## src/design/sysmgmt_memory_control_ctl_cfg.svh

```systemverilog
`ifndef SYSMGMT_MEMORY_CONTROL_CTL_CFG_SVH
`define SYSMGMT_MEMORY_CONTROL_CTL_CFG_SVH

// configuration space location and reset image
`define SMC_CFG_OFFSET    8'h70
`define SMC_RESET_VALUE   8'h00

// field positions inside the control byte
`define SMC_GMS_HI        7
`define SMC_GMS_LO        6
`define SMC_USEG_HI       5
`define SMC_USEG_LO       4
`define SMC_LSEG_HI       3
`define SMC_LSEG_LO       2
`define SMC_LOCK_BIT      1
`define SMC_ERR_BIT       0

// sizes taken from the top of memory
`define SMC_SIZE_NONE     32'h0000_0000
`define SMC_SIZE_512K     32'h0008_0000
`define SMC_SIZE_1M       32'h0010_0000

// legacy video segment and its high remap window
`define SMC_AB_BASE       32'h000a_0000
`define SMC_AB_SIZE       32'h0002_0000
`define SMC_HIGH_REMAP_SEGMENT_BASE     32'hfeea_0000
`define SMC_HIGH_REMAP_SEGMENT_SIZE     32'h0002_0000

`endif

```

## src/design/sysmgmt_memory_control_ctl_pkg.sv

```systemverilog
package sysmgmt_memory_control_ctl_pkg;

    // destination of one processor access, one-hot
    typedef enum logic [2:0] {
        ROUTE_DRAM = 3'b001,
        ROUTE_GFX  = 3'b010,
        ROUTE_HUB  = 3'b100
    } route_t;

    // one processor memory access
    typedef struct packed {
        logic [31:0] addr;
        logic        write;
        logic        code;   // instruction fetch
        logic        smm;    // issued in system management mode
        logic        cpu;    // initiator is the processor
        logic        wb;     // explicit write-back cycle
    } acc_req_t;

    // decoded answer for one access
    typedef struct packed {
        route_t      route;
        logic [31:0] dram_addr;
    } acc_ans_t;

endpackage : sysmgmt_memory_control_ctl_pkg

```

## src/design/sysmgmt_memory_control_ctl.sv

```systemverilog
`timescale 1ns/1ps
`default_nettype none
`include "sysmgmt_memory_control_ctl_cfg.svh"

// What this block does
// - graphics field 00 off, 01 on no memory, 10 on 512K, 11 on 1M
// - graphics off: clocks stopped, no memory taken, legacy video to hub
// - graphics on: non-management legacy video accesses served internally, memory reserved for codes 10 and 11
// - graphics field only counts outside external card mode; writes still land in it
// - top segment taken at top of memory, graphics memory just below
// - upper field: 00 off, 01 remap only, 10 top 512KB, 11 top 1MB
// - top segment spans top minus size to top, management-mode processor only
// - legacy segment remapped at high window, only while lower field is 00
// - non-management accesses to enabled upper segments go to the hub
// - lower field 00 keeps segment from DRAM, 01 makes it plain RAM
// - lower field 10: only management-mode processor code reads reach DRAM
// - lower field 11: all management-mode processor accesses reach DRAM
// - lock freezes lock, graphics, upper field, bit 3; bit 2 needs bit 3
// - lock set by ordinary write, cleared only by reset
// - lock also freezes the two DRAM parameter registers
// - error flag set on non-management processor upper segment hit, not write-backs
// - error flag cleared by writing one, zero writes ignored
// - reserved memory is excluded from general system RAM
module sysmgmt_memory_control_ctl (
    // clock and reset
    input  wire logic                      clk_in,
    input  wire logic                      sys_rst_in,
    // configuration space port
    input  wire logic                      cfg_wr_in,
    input  wire logic                      cfg_rd_in,
    input  wire logic [7:0]                cfg_addr_in,
    input  wire logic [7:0]                cfg_wdata_in,
    output logic      [7:0]                cfg_rdata_out,
    // platform state
    input  wire logic                      ext_card_mode_in,
    input  wire logic [31:0]               top_of_memory_in,
    // processor access decode
    input  wire logic                      acc_valid_in,
    input  wire sysmgmt_memory_control_ctl_pkg::acc_req_t   acc_in,
    output logic                           ans_valid_out,
    output sysmgmt_memory_control_ctl_pkg::acc_ans_t        ans_out,
    // status towards the rest of the bridge
    output logic                           gfx_enable_out,
    output logic                           gfx_clk_en_out,
    output logic [31:0]                    sysram_top_out,
    output logic [31:0]                    gfx_base_out,
    output logic [31:0]                    top_segment_base_out,
    output logic                           dram_regs_locked_out
);
    import sysmgmt_memory_control_ctl_pkg::*;

    // control byte fields
    logic [1:0] graphics_mem_select;
    logic [1:0] upper_segment_select;
    logic [1:0] lower_segment_select;
    logic       space_lock;
    logic       ext_access_err_flag;

    wire logic [7:0]  sysmgmt_memory_control;
    wire logic        cfg_hit;
    wire logic        cfg_write;
    wire logic [1:0]  next_gms;
    wire logic [1:0]  next_useg;
    wire logic        next_lseg_hi;
    wire logic        next_lseg_lo;
    wire logic        next_lock;
    wire logic        next_err;
    wire logic        err_set;
    wire logic        err_clr;

    assign sysmgmt_memory_control = {graphics_mem_select, upper_segment_select,
                                     lower_segment_select, space_lock, ext_access_err_flag};

    // register write decode
    assign cfg_hit   = (cfg_addr_in == `SMC_CFG_OFFSET);
    assign cfg_write = cfg_wr_in && cfg_hit;

    assign next_gms     = (cfg_write && !space_lock) ?
                          cfg_wdata_in[`SMC_GMS_HI:`SMC_GMS_LO] : graphics_mem_select;
    assign next_useg    = (cfg_write && !space_lock) ?
                          cfg_wdata_in[`SMC_USEG_HI:`SMC_USEG_LO] : upper_segment_select;
    assign next_lseg_hi = (cfg_write && !space_lock) ?
                          cfg_wdata_in[`SMC_LSEG_HI] : lower_segment_select[1];
    // bit 2 stays open under lock only while bit 3 is one
    assign next_lseg_lo = (cfg_write && (!space_lock || lower_segment_select[1])) ?
                          cfg_wdata_in[`SMC_LSEG_LO] : lower_segment_select[0];

    assign next_lock = space_lock || (cfg_write && cfg_wdata_in[`SMC_LOCK_BIT]);

    assign err_clr  = cfg_write && cfg_wdata_in[`SMC_ERR_BIT];
    // a fresh violation in the clearing cycle is kept, set beats clear
    assign next_err = err_set || (ext_access_err_flag && !err_clr);

    always_ff @(posedge clk_in) begin
        if (sys_rst_in) begin
            {graphics_mem_select, upper_segment_select, lower_segment_select,
             space_lock, ext_access_err_flag} <= `SMC_RESET_VALUE;
        end else begin
            graphics_mem_select  <= next_gms;
            upper_segment_select <= next_useg;
            lower_segment_select <= {next_lseg_hi, next_lseg_lo};
            space_lock           <= next_lock;
            ext_access_err_flag  <= next_err;
        end
    end

    // read data, unmatched offsets read as zero
    always_ff @(posedge clk_in) begin
        if (sys_rst_in) begin
            cfg_rdata_out <= 8'h00;
        end else begin
            cfg_rdata_out <= (cfg_rd_in && cfg_hit) ? sysmgmt_memory_control : 8'h00;
        end
    end

    // ---- memory layout ----
    wire logic        gfx_on;
    wire logic [31:0] gfx_size;
    wire logic [31:0] top_segment_size;
    wire logic [31:0] top_segment_base;
    wire logic [31:0] gfx_base;
    wire logic        high_remap_on;

    assign gfx_on = (graphics_mem_select != 2'b00) && !ext_card_mode_in;

    assign gfx_size = !gfx_on                       ? `SMC_SIZE_NONE :
                      (graphics_mem_select == 2'b10) ? `SMC_SIZE_512K :
                      (graphics_mem_select == 2'b11) ? `SMC_SIZE_1M   : `SMC_SIZE_NONE;

    assign top_segment_size = (upper_segment_select == 2'b10) ? `SMC_SIZE_512K :
                              (upper_segment_select == 2'b11) ? `SMC_SIZE_1M   : `SMC_SIZE_NONE;

    assign top_segment_base = top_of_memory_in - top_segment_size;
    assign gfx_base         = top_segment_base - gfx_size;

    // remap only with lower field 00
    assign high_remap_on = (upper_segment_select != 2'b00) && (lower_segment_select == 2'b00);

    // ---- address windows ----
    wire logic ab_hit;
    wire logic high_remap_segment_hit;
    wire logic top_segment_hit;
    wire logic gfx_hit;
    wire logic below_tom;

    addr_window u_ab (
        .en_in   (1'b1),
        .base_in (`SMC_AB_BASE),
        .size_in (`SMC_AB_SIZE),
        .addr_in (acc_in.addr),
        .hit_out (ab_hit)
    );

    addr_window u_high_remap_segment (
        .en_in   (high_remap_on),
        .base_in (`SMC_HIGH_REMAP_SEGMENT_BASE),
        .size_in (`SMC_HIGH_REMAP_SEGMENT_SIZE),
        .addr_in (acc_in.addr),
        .hit_out (high_remap_segment_hit)
    );

    addr_window u_top_segment (
        .en_in   (1'b1),
        .base_in (top_segment_base),
        .size_in (top_segment_size),
        .addr_in (acc_in.addr),
        .hit_out (top_segment_hit)
    );

    addr_window u_gfx (
        .en_in   (gfx_on),
        .base_in (gfx_base),
        .size_in (gfx_size),
        .addr_in (acc_in.addr),
        .hit_out (gfx_hit)
    );

    assign below_tom = (acc_in.addr < top_of_memory_in);

    // ---- routing ----
    wire logic   smm_cpu;
    wire logic   ab_to_dram;
    wire logic   ext_hit;
    wire route_t vga_dest;
    wire route_t next_route;
    wire logic [31:0] next_dram_addr;

    assign smm_cpu = acc_in.smm && acc_in.cpu;
    assign ext_hit = top_segment_hit || high_remap_segment_hit;

    assign ab_to_dram = (lower_segment_select == 2'b01)
                     || ((lower_segment_select == 2'b10) && smm_cpu && acc_in.code && !acc_in.write)
                     || ((lower_segment_select == 2'b11) && smm_cpu);

    assign vga_dest = gfx_on ? ROUTE_GFX : ROUTE_HUB;

    // priority: legacy, upper segments, stolen, RAM
    assign next_route = ab_hit    ? (ab_to_dram ? ROUTE_DRAM : vga_dest) :
                        ext_hit   ? (smm_cpu ? ROUTE_DRAM : ROUTE_HUB) :
                        gfx_hit   ? ROUTE_HUB :
                        below_tom ? ROUTE_DRAM : ROUTE_HUB;

    // high window lands on the legacy segment in DRAM
    assign next_dram_addr = high_remap_segment_hit ? (acc_in.addr - `SMC_HIGH_REMAP_SEGMENT_BASE + `SMC_AB_BASE)
                                     : acc_in.addr;

    assign err_set = acc_valid_in && ext_hit && acc_in.cpu && !acc_in.smm && !acc_in.wb;

    // answer one cycle after the access is presented
    always_ff @(posedge clk_in) begin
        if (sys_rst_in) begin
            ans_valid_out <= 1'b0;
            ans_out       <= '{route: ROUTE_HUB, dram_addr: 32'h0000_0000};
        end else begin
            ans_valid_out <= acc_valid_in;
            if (acc_valid_in) begin
                ans_out <= '{route: next_route, dram_addr: next_dram_addr};
            end
        end
    end

    // layout and status outputs, registered to keep timing off the decode
    always_ff @(posedge clk_in) begin
        if (sys_rst_in) begin
            gfx_enable_out       <= 1'b0;
            gfx_clk_en_out       <= 1'b0;
            sysram_top_out       <= 32'h0000_0000;
            gfx_base_out         <= 32'h0000_0000;
            top_segment_base_out <= 32'h0000_0000;
            dram_regs_locked_out <= 1'b0;
        end else begin
            gfx_enable_out       <= gfx_on;
            gfx_clk_en_out       <= gfx_on;
            sysram_top_out       <= gfx_base;
            gfx_base_out         <= gfx_base;
            top_segment_base_out <= top_segment_base;
            dram_regs_locked_out <= space_lock;
        end
    end
endmodule // sysmgmt_memory_control_ctl

`default_nettype wire

```

## src/design/addr_window.sv

```systemverilog
`timescale 1ns/1ps
`default_nettype none

// hit when enabled and base <= addr < base + size; an empty window never hits
module addr_window (
    // window
    input  wire logic        en_in,
    input  wire logic [31:0] base_in,
    input  wire logic [31:0] size_in,
    // address under test
    input  wire logic [31:0] addr_in,
    output wire logic        hit_out
);

    wire logic [32:0] limit;

    // one extra bit so a window touching 4G does not wrap
    assign limit   = {1'b0, base_in} + {1'b0, size_in};
    assign hit_out = en_in && (size_in != 32'h0000_0000)
                     && (addr_in >= base_in)
                     && ({1'b0, addr_in} < limit);

endmodule // addr_window

`default_nettype wire

```

## config.mk

```make
export PLATFORM = sky130hd
export DESIGN_NAME = sysmgmt_memory_control_ctl
export DESIGN_NICKNAME = d
export VERILOG_FILES = /design/src/design/sysmgmt_memory_control_ctl_pkg.sv /design/src/design/sysmgmt_memory_control_ctl.sv /design/src/design/addr_window.sv
export VERILOG_INCLUDE_DIRS = /design/src /design/src/design
export SDC_FILE = /design/constraint.sdc
export NUM_CORES = 1
export LEC_CHECK = 0
export ABC_AREA = 1
export BUFFER_PORTS_ARGS = -buffer_cell sky130_fd_sc_hd__buf_2
export CAP_MARGIN = 20
export CORE_MARGIN = 2
export CORE_UTILIZATION = 31
export DETAILED_ROUTE_END_ITERATION = 8
export SLEW_MARGIN = 10
export SYNTH_ARGS = -nofsm -noshare
export SYNTH_HDL_FRONTEND = slang
export SYNTH_SLANG_ARGS = --single-unit
```

## constraint.sdc

```tcl
create_clock -name clk_in -period 12 [get_ports clk_in]
set_input_delay 1.2 -clock clk_in [delete_from_list [all_inputs] [get_ports clk_in]]
set_output_delay 1.2 -clock clk_in [all_outputs]
set_load 0.005 [all_outputs]
```

==> summary.txt, run 1 <==
Floorplanning
  – Row cnt: 55
  – Die Ht: 157 microns
  – Initial Util: 31.7%
  – IO Count: 234
  – Die ar.: 24600 sq um
  – DIE WIDTH: 157 microns
  – Core box area: 22800 sq um

Clocking
  – Skew-Pair Late Insertion Delay: 0.35 ns
  – # hold bufs at CTS: 0
  – CTS Buf Count: 9
  – # resized after CTS: 0
  – Root buffer cell: clkbuf_16
  – Bufs on Longest Clock Path: 2
  – CTS tree: built
  – Post-CTS Setup Inserts: 0
  – H-tree depth: 3
  – Clock transition at the registers of the reported paths: 0.07 ns
  – Sink Count: 99

Yosys
  – Sequential area share after synthesis: 27.4%
  – Post-synthesis instance area: 7230 sq um
  – Synth Instances: 1026
  – Syn_nets: 1207
  – Ys Warns: 0
  – Distinct cell type count after synthesis: 45
  – Fraction of synthesis flops using an asynchronous set or reset pin: 0%
  – EDFF count, synth: 0
  – Flops & latches, synth: 99
  – Main synth FF type: dfxtp_1
  – Syn_area_per_cell: 7.05 sq um

STA
  – Post-route minimum period: 5.35 ns
  – F_max: 187 MHz
  – Setup TNS: 0 ns
  – Fin. max-slew vios: 0
  – Max_slew headroom: 44.2%
  – Clock Skew: 0.00823 ns
  – Final setup fails: 0
  – Fin. Hold Viols: 0
  – Slew @ Worst Pin: 0.832 ns
  – RSZ-0062 raised after global routing: false
  – Fin Hold WS: 0.435 ns
  – Final period util: 44.6%

Setup path
  – Slowest cell on the critical path: fa_1
  – Cell mode on critical path: nand2_1
  – Delay-heaviest family, CP: adder cells
  – Worst path bufs/invs: 4
  – Crit end category: flip-flop
  – CP startpoint kind: primary input
  – Worst EP arrival: 5.57 ns
  – Worst Path Max Fanout: 3
  – Critical path class: primary input to flip-flop
  – CP required: 12.21 ns
  – Peak per-stage delay on the critical path: 0.56 ns
  – Reg-to-reg slack, setup: 7.08 ns

Routing
  – Avg WL per Cell: 15.1 microns
  – Drc violations: 0
  – Drt initial violations: 394
  – Final ANT Viol Nets: 0
  – Vias: 7236
  – Drt via density: 4.76
  – Routed WL: 23000 microns
  – 1st-pass router iterations: 5

Layout
  – Layout cell share with drive strength beyond 1: 25.1%
  – Nets: 1383
  – Fillers: 2475
  – Ant diodes: 0
  – Multi-input logic area: 4330 sq um
  – Sequential Area: 1980 sq um
  – Area added between synthesis and finish: 20.3%

Place
  – Routability cong.: 0.893
  – Number of port buffers: 233
  – DPL Wire Length: 18400 microns

GRT
  – Total gr overflow: 0
  – Largest net degree at the start of global routing: 60
  – First-pass GRT wire length: 35200 microns
  – Vias in the first global route: 6767
  – Initial antenna violation count: 0
  – GRT Total Usage: 18.5%

Hold path
  – Hold Crit Class: flip-flop to flip-flop

Job
  – Total of max-cap violations: 0

Power and ir drop
  – Power per cell area: 102 nW/um^2
  – Max VDD drop: 58.3 uV
  – P_leak: 0.00457 uW

Status
  – Status: completed
-- stage by stage --
| stage | total power [uW] | setup slack (ns) | cell area [sq um] | utilization (%) | cells |
|---|---|---|---|---|---|
| after global routing | 939 | 6.22 | 8700 | 38.2 | 1520 |
| after detailed placement | 561 | 6.28 | 8340 | 36.6 | 1503 |
| final | 885 | 6.65 | 8700 | 38.2 | 1520 |
| after floorplan | 485 | 6.81 | 7230 | - | 1026 |
| after global placement | 559 | 6.34 | 8340 | 36.6 | 1503 |
| after CTS | 898 | 6.65 | 8670 | 38.1 | 1519 |
-- final cells by class --
| type | instances | area share, % |
|---|---|---|
| well taps | 313 | 4.50 |
| flip-flops and latches | 99 | 22.8 |
| inverters | 121 | 5.22 |
| clock buffers | 10 | 2.75 |
| clock inverters | 6 | 1.08 |
| repair buffers | 235 | 13.8 |
| multi-input cells | 736 | 49.8 |
-- where the power goes --
group | internal (uW) | total, uW | switching, uW
Combinational | 77.3 | 201 | 124
Clock | 191 | 331 | 140
Sequential | 345 | 352 | 7.44
-- metal layers --
layer	track usage, %	vias up	wire length, microns
met3	3.05	31	1250
li1	-	3676	-
met4	4.94	0	449
met5	0	-	0
met2	32.0	257	10700
met1	23.8	3272	10600
-- synth_stat cells (2+ instances only) --
| master | number | area share [%] |
|---|---|---|
| nand2_2 | 15 | 1.3 |
| buf_4 | 52 | 5.4 |
| nor3_2 | 2 | 0.28 |
| o211ai_1 | 3 | 0.31 |
| o31ai_1 | 4 | 0.42 |
| nand4_1 | 18 | 1.6 |
| o21ai_2 | 4 | 0.48 |
| nor3b_1 | 3 | 0.31 |
| a21oi_1 | 66 | 4.6 |
| clkbuf_1 | 16 | 0.83 |
| buf_1 | 2 | 0.10 |
| a21o_1 | 2 | 0.21 |
| nor2_4 | 4 | 0.62 |
| nor4_1 | 13 | 1.1 |
| ha_1 | 87 | 15 |
| xnor2_1 | 4 | 0.48 |
| clkinv_1 | 2 | 0.10 |
| nor2_1 | 155 | 8.0 |
| xor2_1 | 15 | 1.8 |
| nand2_4 | 2 | 0.31 |
| o21ai_0 | 52 | 3.6 |
| a211oi_1 | 13 | 1.4 |
| nand2_1 | 181 | 9.4 |
| fa_1 | 3 | 0.83 |
| o2111ai_1 | 3 | 0.36 |
| nor2_2 | 10 | 0.87 |
| inv_2 | 6 | 0.31 |
| o21ai_1 | 2 | 0.14 |
| nand3_1 | 41 | 2.8 |
| dfxtp_1 | 99 | 27 |
| nand3_2 | 4 | 0.55 |
| nor3_1 | 18 | 1.2 |
| inv_1 | 113 | 5.9 |
-- worst paths after layout --
path,cells past startpoint,end,start
max,28,ans_out[32],top_of_memory_in[19]
min,2,cfg_rdata_out[0],ext_access_err_flag
max reg2reg,28,ans_out[32],upper_segment_select[1]
min reg2reg,2,cfg_rdata_out[0],ext_access_err_flag
-- registers in the layout, indices dropped and copies added, names as in the netlist --
| name | flops |
|---|---|
| upper_segment_select | 2 |
| lower_segment_select | 2 |
| gfx_base_out | 32 |
| gfx_clk_en_out | 1 |
| ans_valid_out | 1 |
| top_segment_base_out | 13 |
| dram_regs_locked_out | 1 |
| graphics_mem_select | 2 |
| space_lock | 1 |
| ext_access_err_flag | 1 |
| cfg_rdata_out | 8 |
| ans_out | 35 |
-- worst reg2reg max path, delay by kind of cell (launching register included) --
family	cells	cell delay, ns
DFF	1	0.34
AOI/OAI and AO/OA	2	0.21
xor gates and xnor gates	1	0.16
adders and majority gates	5	2.03
buffers and inverters	3	0.34
and+or+nand+nor	17	1.70
-- kinds of logic (layout without fill, tap and decap cells) --
group | count (synthesis) | in the layout | synth area share [%]
AO/OA/AOI/OAI | 154 | 154 | 11.9
XOR/XNOR | 21 | 21 | 2.84
adder cells (fa/ha/maj) | 90 | 90 | 15.9
buffers and inverters | 191 | 372 | 12.6
flip-flops | 99 | 99 | 27.4
AND/OR/NAND/NOR | 471 | 471 | 29.3
-- cells in the final DEF (no fill, tap or decap), drive strengths merged, types with 2 or more instances in the layout --
| cell type | n |
|---|---|
| nand4 | 18 |
| a211oi | 13 |
| dfxtp | 99 |
| o21ai | 58 |
| bufinv | 2 |
| xor2 | 16 |
| o2111ai | 3 |
| o211ai | 3 |
| nor2 | 169 |
| o31ai | 4 |
| nor3 | 20 |
| a21oi | 67 |
| clkinv | 2 |
| nor4 | 15 |
| buf | 235 |
| nand3 | 45 |
| a21o | 2 |
| clkbuf | 10 |
| inv | 122 |
| fa | 3 |
| nand2 | 198 |
| nor3b | 4 |
| xnor2 | 4 |
| ha | 87 |
Power figures use the tool's default switching activity.
==> inputs of run 2 (changes only) <==
clock period = 4.4 ns   (was 12 ns; I/O delays follow)
==> summary.txt, run 2 (synthesis results as in run 1) <==
Power and ir drop
  – Power per cell area: 267 nW/um^2
  – Pwr Total: 2430 uW
  – P_leak: 0.00478 uW
  – Max VDD drop: 133 uV

Clocking
  – Skew-Pair Late Insertion Delay: 0.36 ns
  – Root buffer cell: clkbuf_16
  – CTS tree: built
  – CTS Buf Count: 9
  – Sink Count: 99
  – Clock transition at the registers of the reported paths: 0.07 ns
  – H-tree depth: 3
  – Bufs on Longest Clock Path: 2
  – # hold bufs at CTS: 0

Status
  – Status: completed

Floorplanning
  – Initial Util: 31.7%
  – Row cnt: 55
  – Die Ht: 157 microns
  – IO Count: 234
  – DIE WIDTH: 157 microns
  – Die ar.: 24600 sq um
  – Core box area: 22800 sq um

Setup path
  – R2r endpoint: ans_out[32]
  – Critical path class: flip-flop to flip-flop
  – Reg2Reg Depth: 28
  – Instance count on the critical path: 28
  – Cell mode on critical path: nand2_1
  – Slowest cell on the critical path: fa_1
  – Peak per-stage delay on the critical path: 0.57 ns
  – Reg-to-reg slack, setup: 0.15 ns
  – Worst Path Max Fanout: 3
  – CP startpoint kind: flip-flop
  – CP required: 4.62 ns
  – Crit end category: flip-flop
  – Worst EP arrival: 4.47 ns
  – Delay-heaviest family, CP: adder cells
  – Worst path bufs/invs: 3
  – Worst r2r src: upper_segment_select[1]

Routing
  – 1st-pass router iterations: 5
  – Drt initial violations: 384
  – Final ANT Viol Nets: 0
  – Routed WL: 23100 microns
  – Avg WL per Cell: 14.8 microns
  – Vias: 7309
  – Drt via density: 4.68
  – Drc violations: 0

Layout
  – Fillers: 2420
  – Ant diodes: 0
  – Nets: 1426
  – Final cell count without fillers: 1563
  – Area added between synthesis and finish: 25.9%
  – Max reg flops: 35
  – Commonest cells after routing, fill and taps aside: 233 x buf_2, 179 x nand2_1, 153 x nor2_1
  – Largest regs: ans_out x35, gfx_base_out x32, top_segment_base_out x13
  – Most common cell after layout, fill and taps aside: buf_2
  – Biggest register: ans_out
  – Layout cell share with drive strength beyond 1: 29.3%

GRT
  – Initial antenna violation count: 0
  – Total gr overflow: 0
  – Vias in the first global route: 7040
  – GRT Total Usage: 19.1%
  – Largest net degree at the start of global routing: 59
  – First-pass GRT wire length: 36300 microns

STA
  – F_max: 235 MHz
  – Max_slew headroom: 33.5%
  – Fin worst setup slack: 0.151 ns
  – Slew @ Worst Pin: 0.997 ns
  – Clock Skew: 0.00459 ns
  – Post-route minimum period: 4.25 ns
  – Final setup fails: 0
  – RSZ-0062 raised after global routing: true
  – Final period util: 96.6%
  – Fin. Hold Viols: 0
  – Setup TNS: 0 ns
  – Fin. max-slew vios: 0

Place
  – Place WS: -0.229 ns
  – Routability cong.: 0.902
  – Number of port buffers: 233
  – DPL Wire Length: 18500 microns
  – DP Cell Count: 1543

Hold path
  – Min-delay src: top_of_memory_in[13]
  – Hold Crit Depth: 3
  – WHS Endpoint: gfx_base_out[13]
  – Hold Crit Class: primary input to flip-flop

Job
  – Total of max-cap violations: 0
==> run 2: changes by cell type in the layout (fill, tap and decap cells not counted), sizes merged <==
cell / delta
buf: +43
clkbuf: -1
clkinv: +1
==> run 2: per-stage QoR <==
stage,utilization [%],hold slack (ns),instance area (sq um)
2_1_floorplan,-,0.409,7230
3_3_place_gp,37.9,0.420,8640
3_5_place_dp,37.9,0.420,8640
4_1_cts,39.6,0.291,9010
5_1_grt,40.0,0.299,9100
6_report,40.0,0.303,9100
==> run 2: layer usage <==
metal  vias up  share of wire, %  track usage, %
li1       3769                 -               -
met3        26               5.1            2.71
met2       229                46            31.9
met1      3285                47            25.5
met5         -                 0               0
met4         0               1.9            5.42
==> run 2: how the worst max path moves through the flow <==
stage	start	to
floorplan	top_of_memory_in[19]	ans_out[32]
global placement	top_of_memory_in[19]	ans_out[32]
detailed placement	top_of_memory_in[19]	ans_out[32]
CTS	upper_segment_select[1]	ans_out[32]
global route	upper_segment_select[1]	ans_out[32]
finish	upper_segment_select[1]	ans_out[32]
==> run 2: layout make-up <==
class                           count  area (sq um)  area share, %
Inverter                          121           454           4.99
Clock inverter                      7           108           1.18
Multi-Input combinational cell    736          4430           48.7
Sequential cell                    99          1980           21.8
Tap cell                          313           392           4.30
Timing Repair Buffer              278          1500           16.5
Clock buffer                        9           225           2.47
==> run 2: worst register-to-register path, delay by kind of cell (launching register included) <==
kind | cells | cell delay (ns)
buffers and inverters | 3 | 0.18
adder cells (fa/ha/maj) | 5 | 1.87
AO/OA/AOI/OAI | 2 | 0.20
XOR/XNOR | 1 | 0.16
AND/OR/NAND/NOR | 17 | 1.34
flip-flops | 1 | 0.34
==> run 2: power breakdown <==
group | internal (uW) | switching, uW | total, uW
Clock | 510 | 395 | 905
Combinational | 226 | 342 | 568
Sequential | 941 | 20.2 | 961
Total | 1680 | 757 | 2430
==> run 2: repair_timing <==
item | in CTS | in global routing
endpoints found under the hold margin | 0 | 0
setup buffers | 1 | 3
pin swaps | 15 | 25
setup endpoints to repair | 2 | 2
resized for setup | 12 | 12
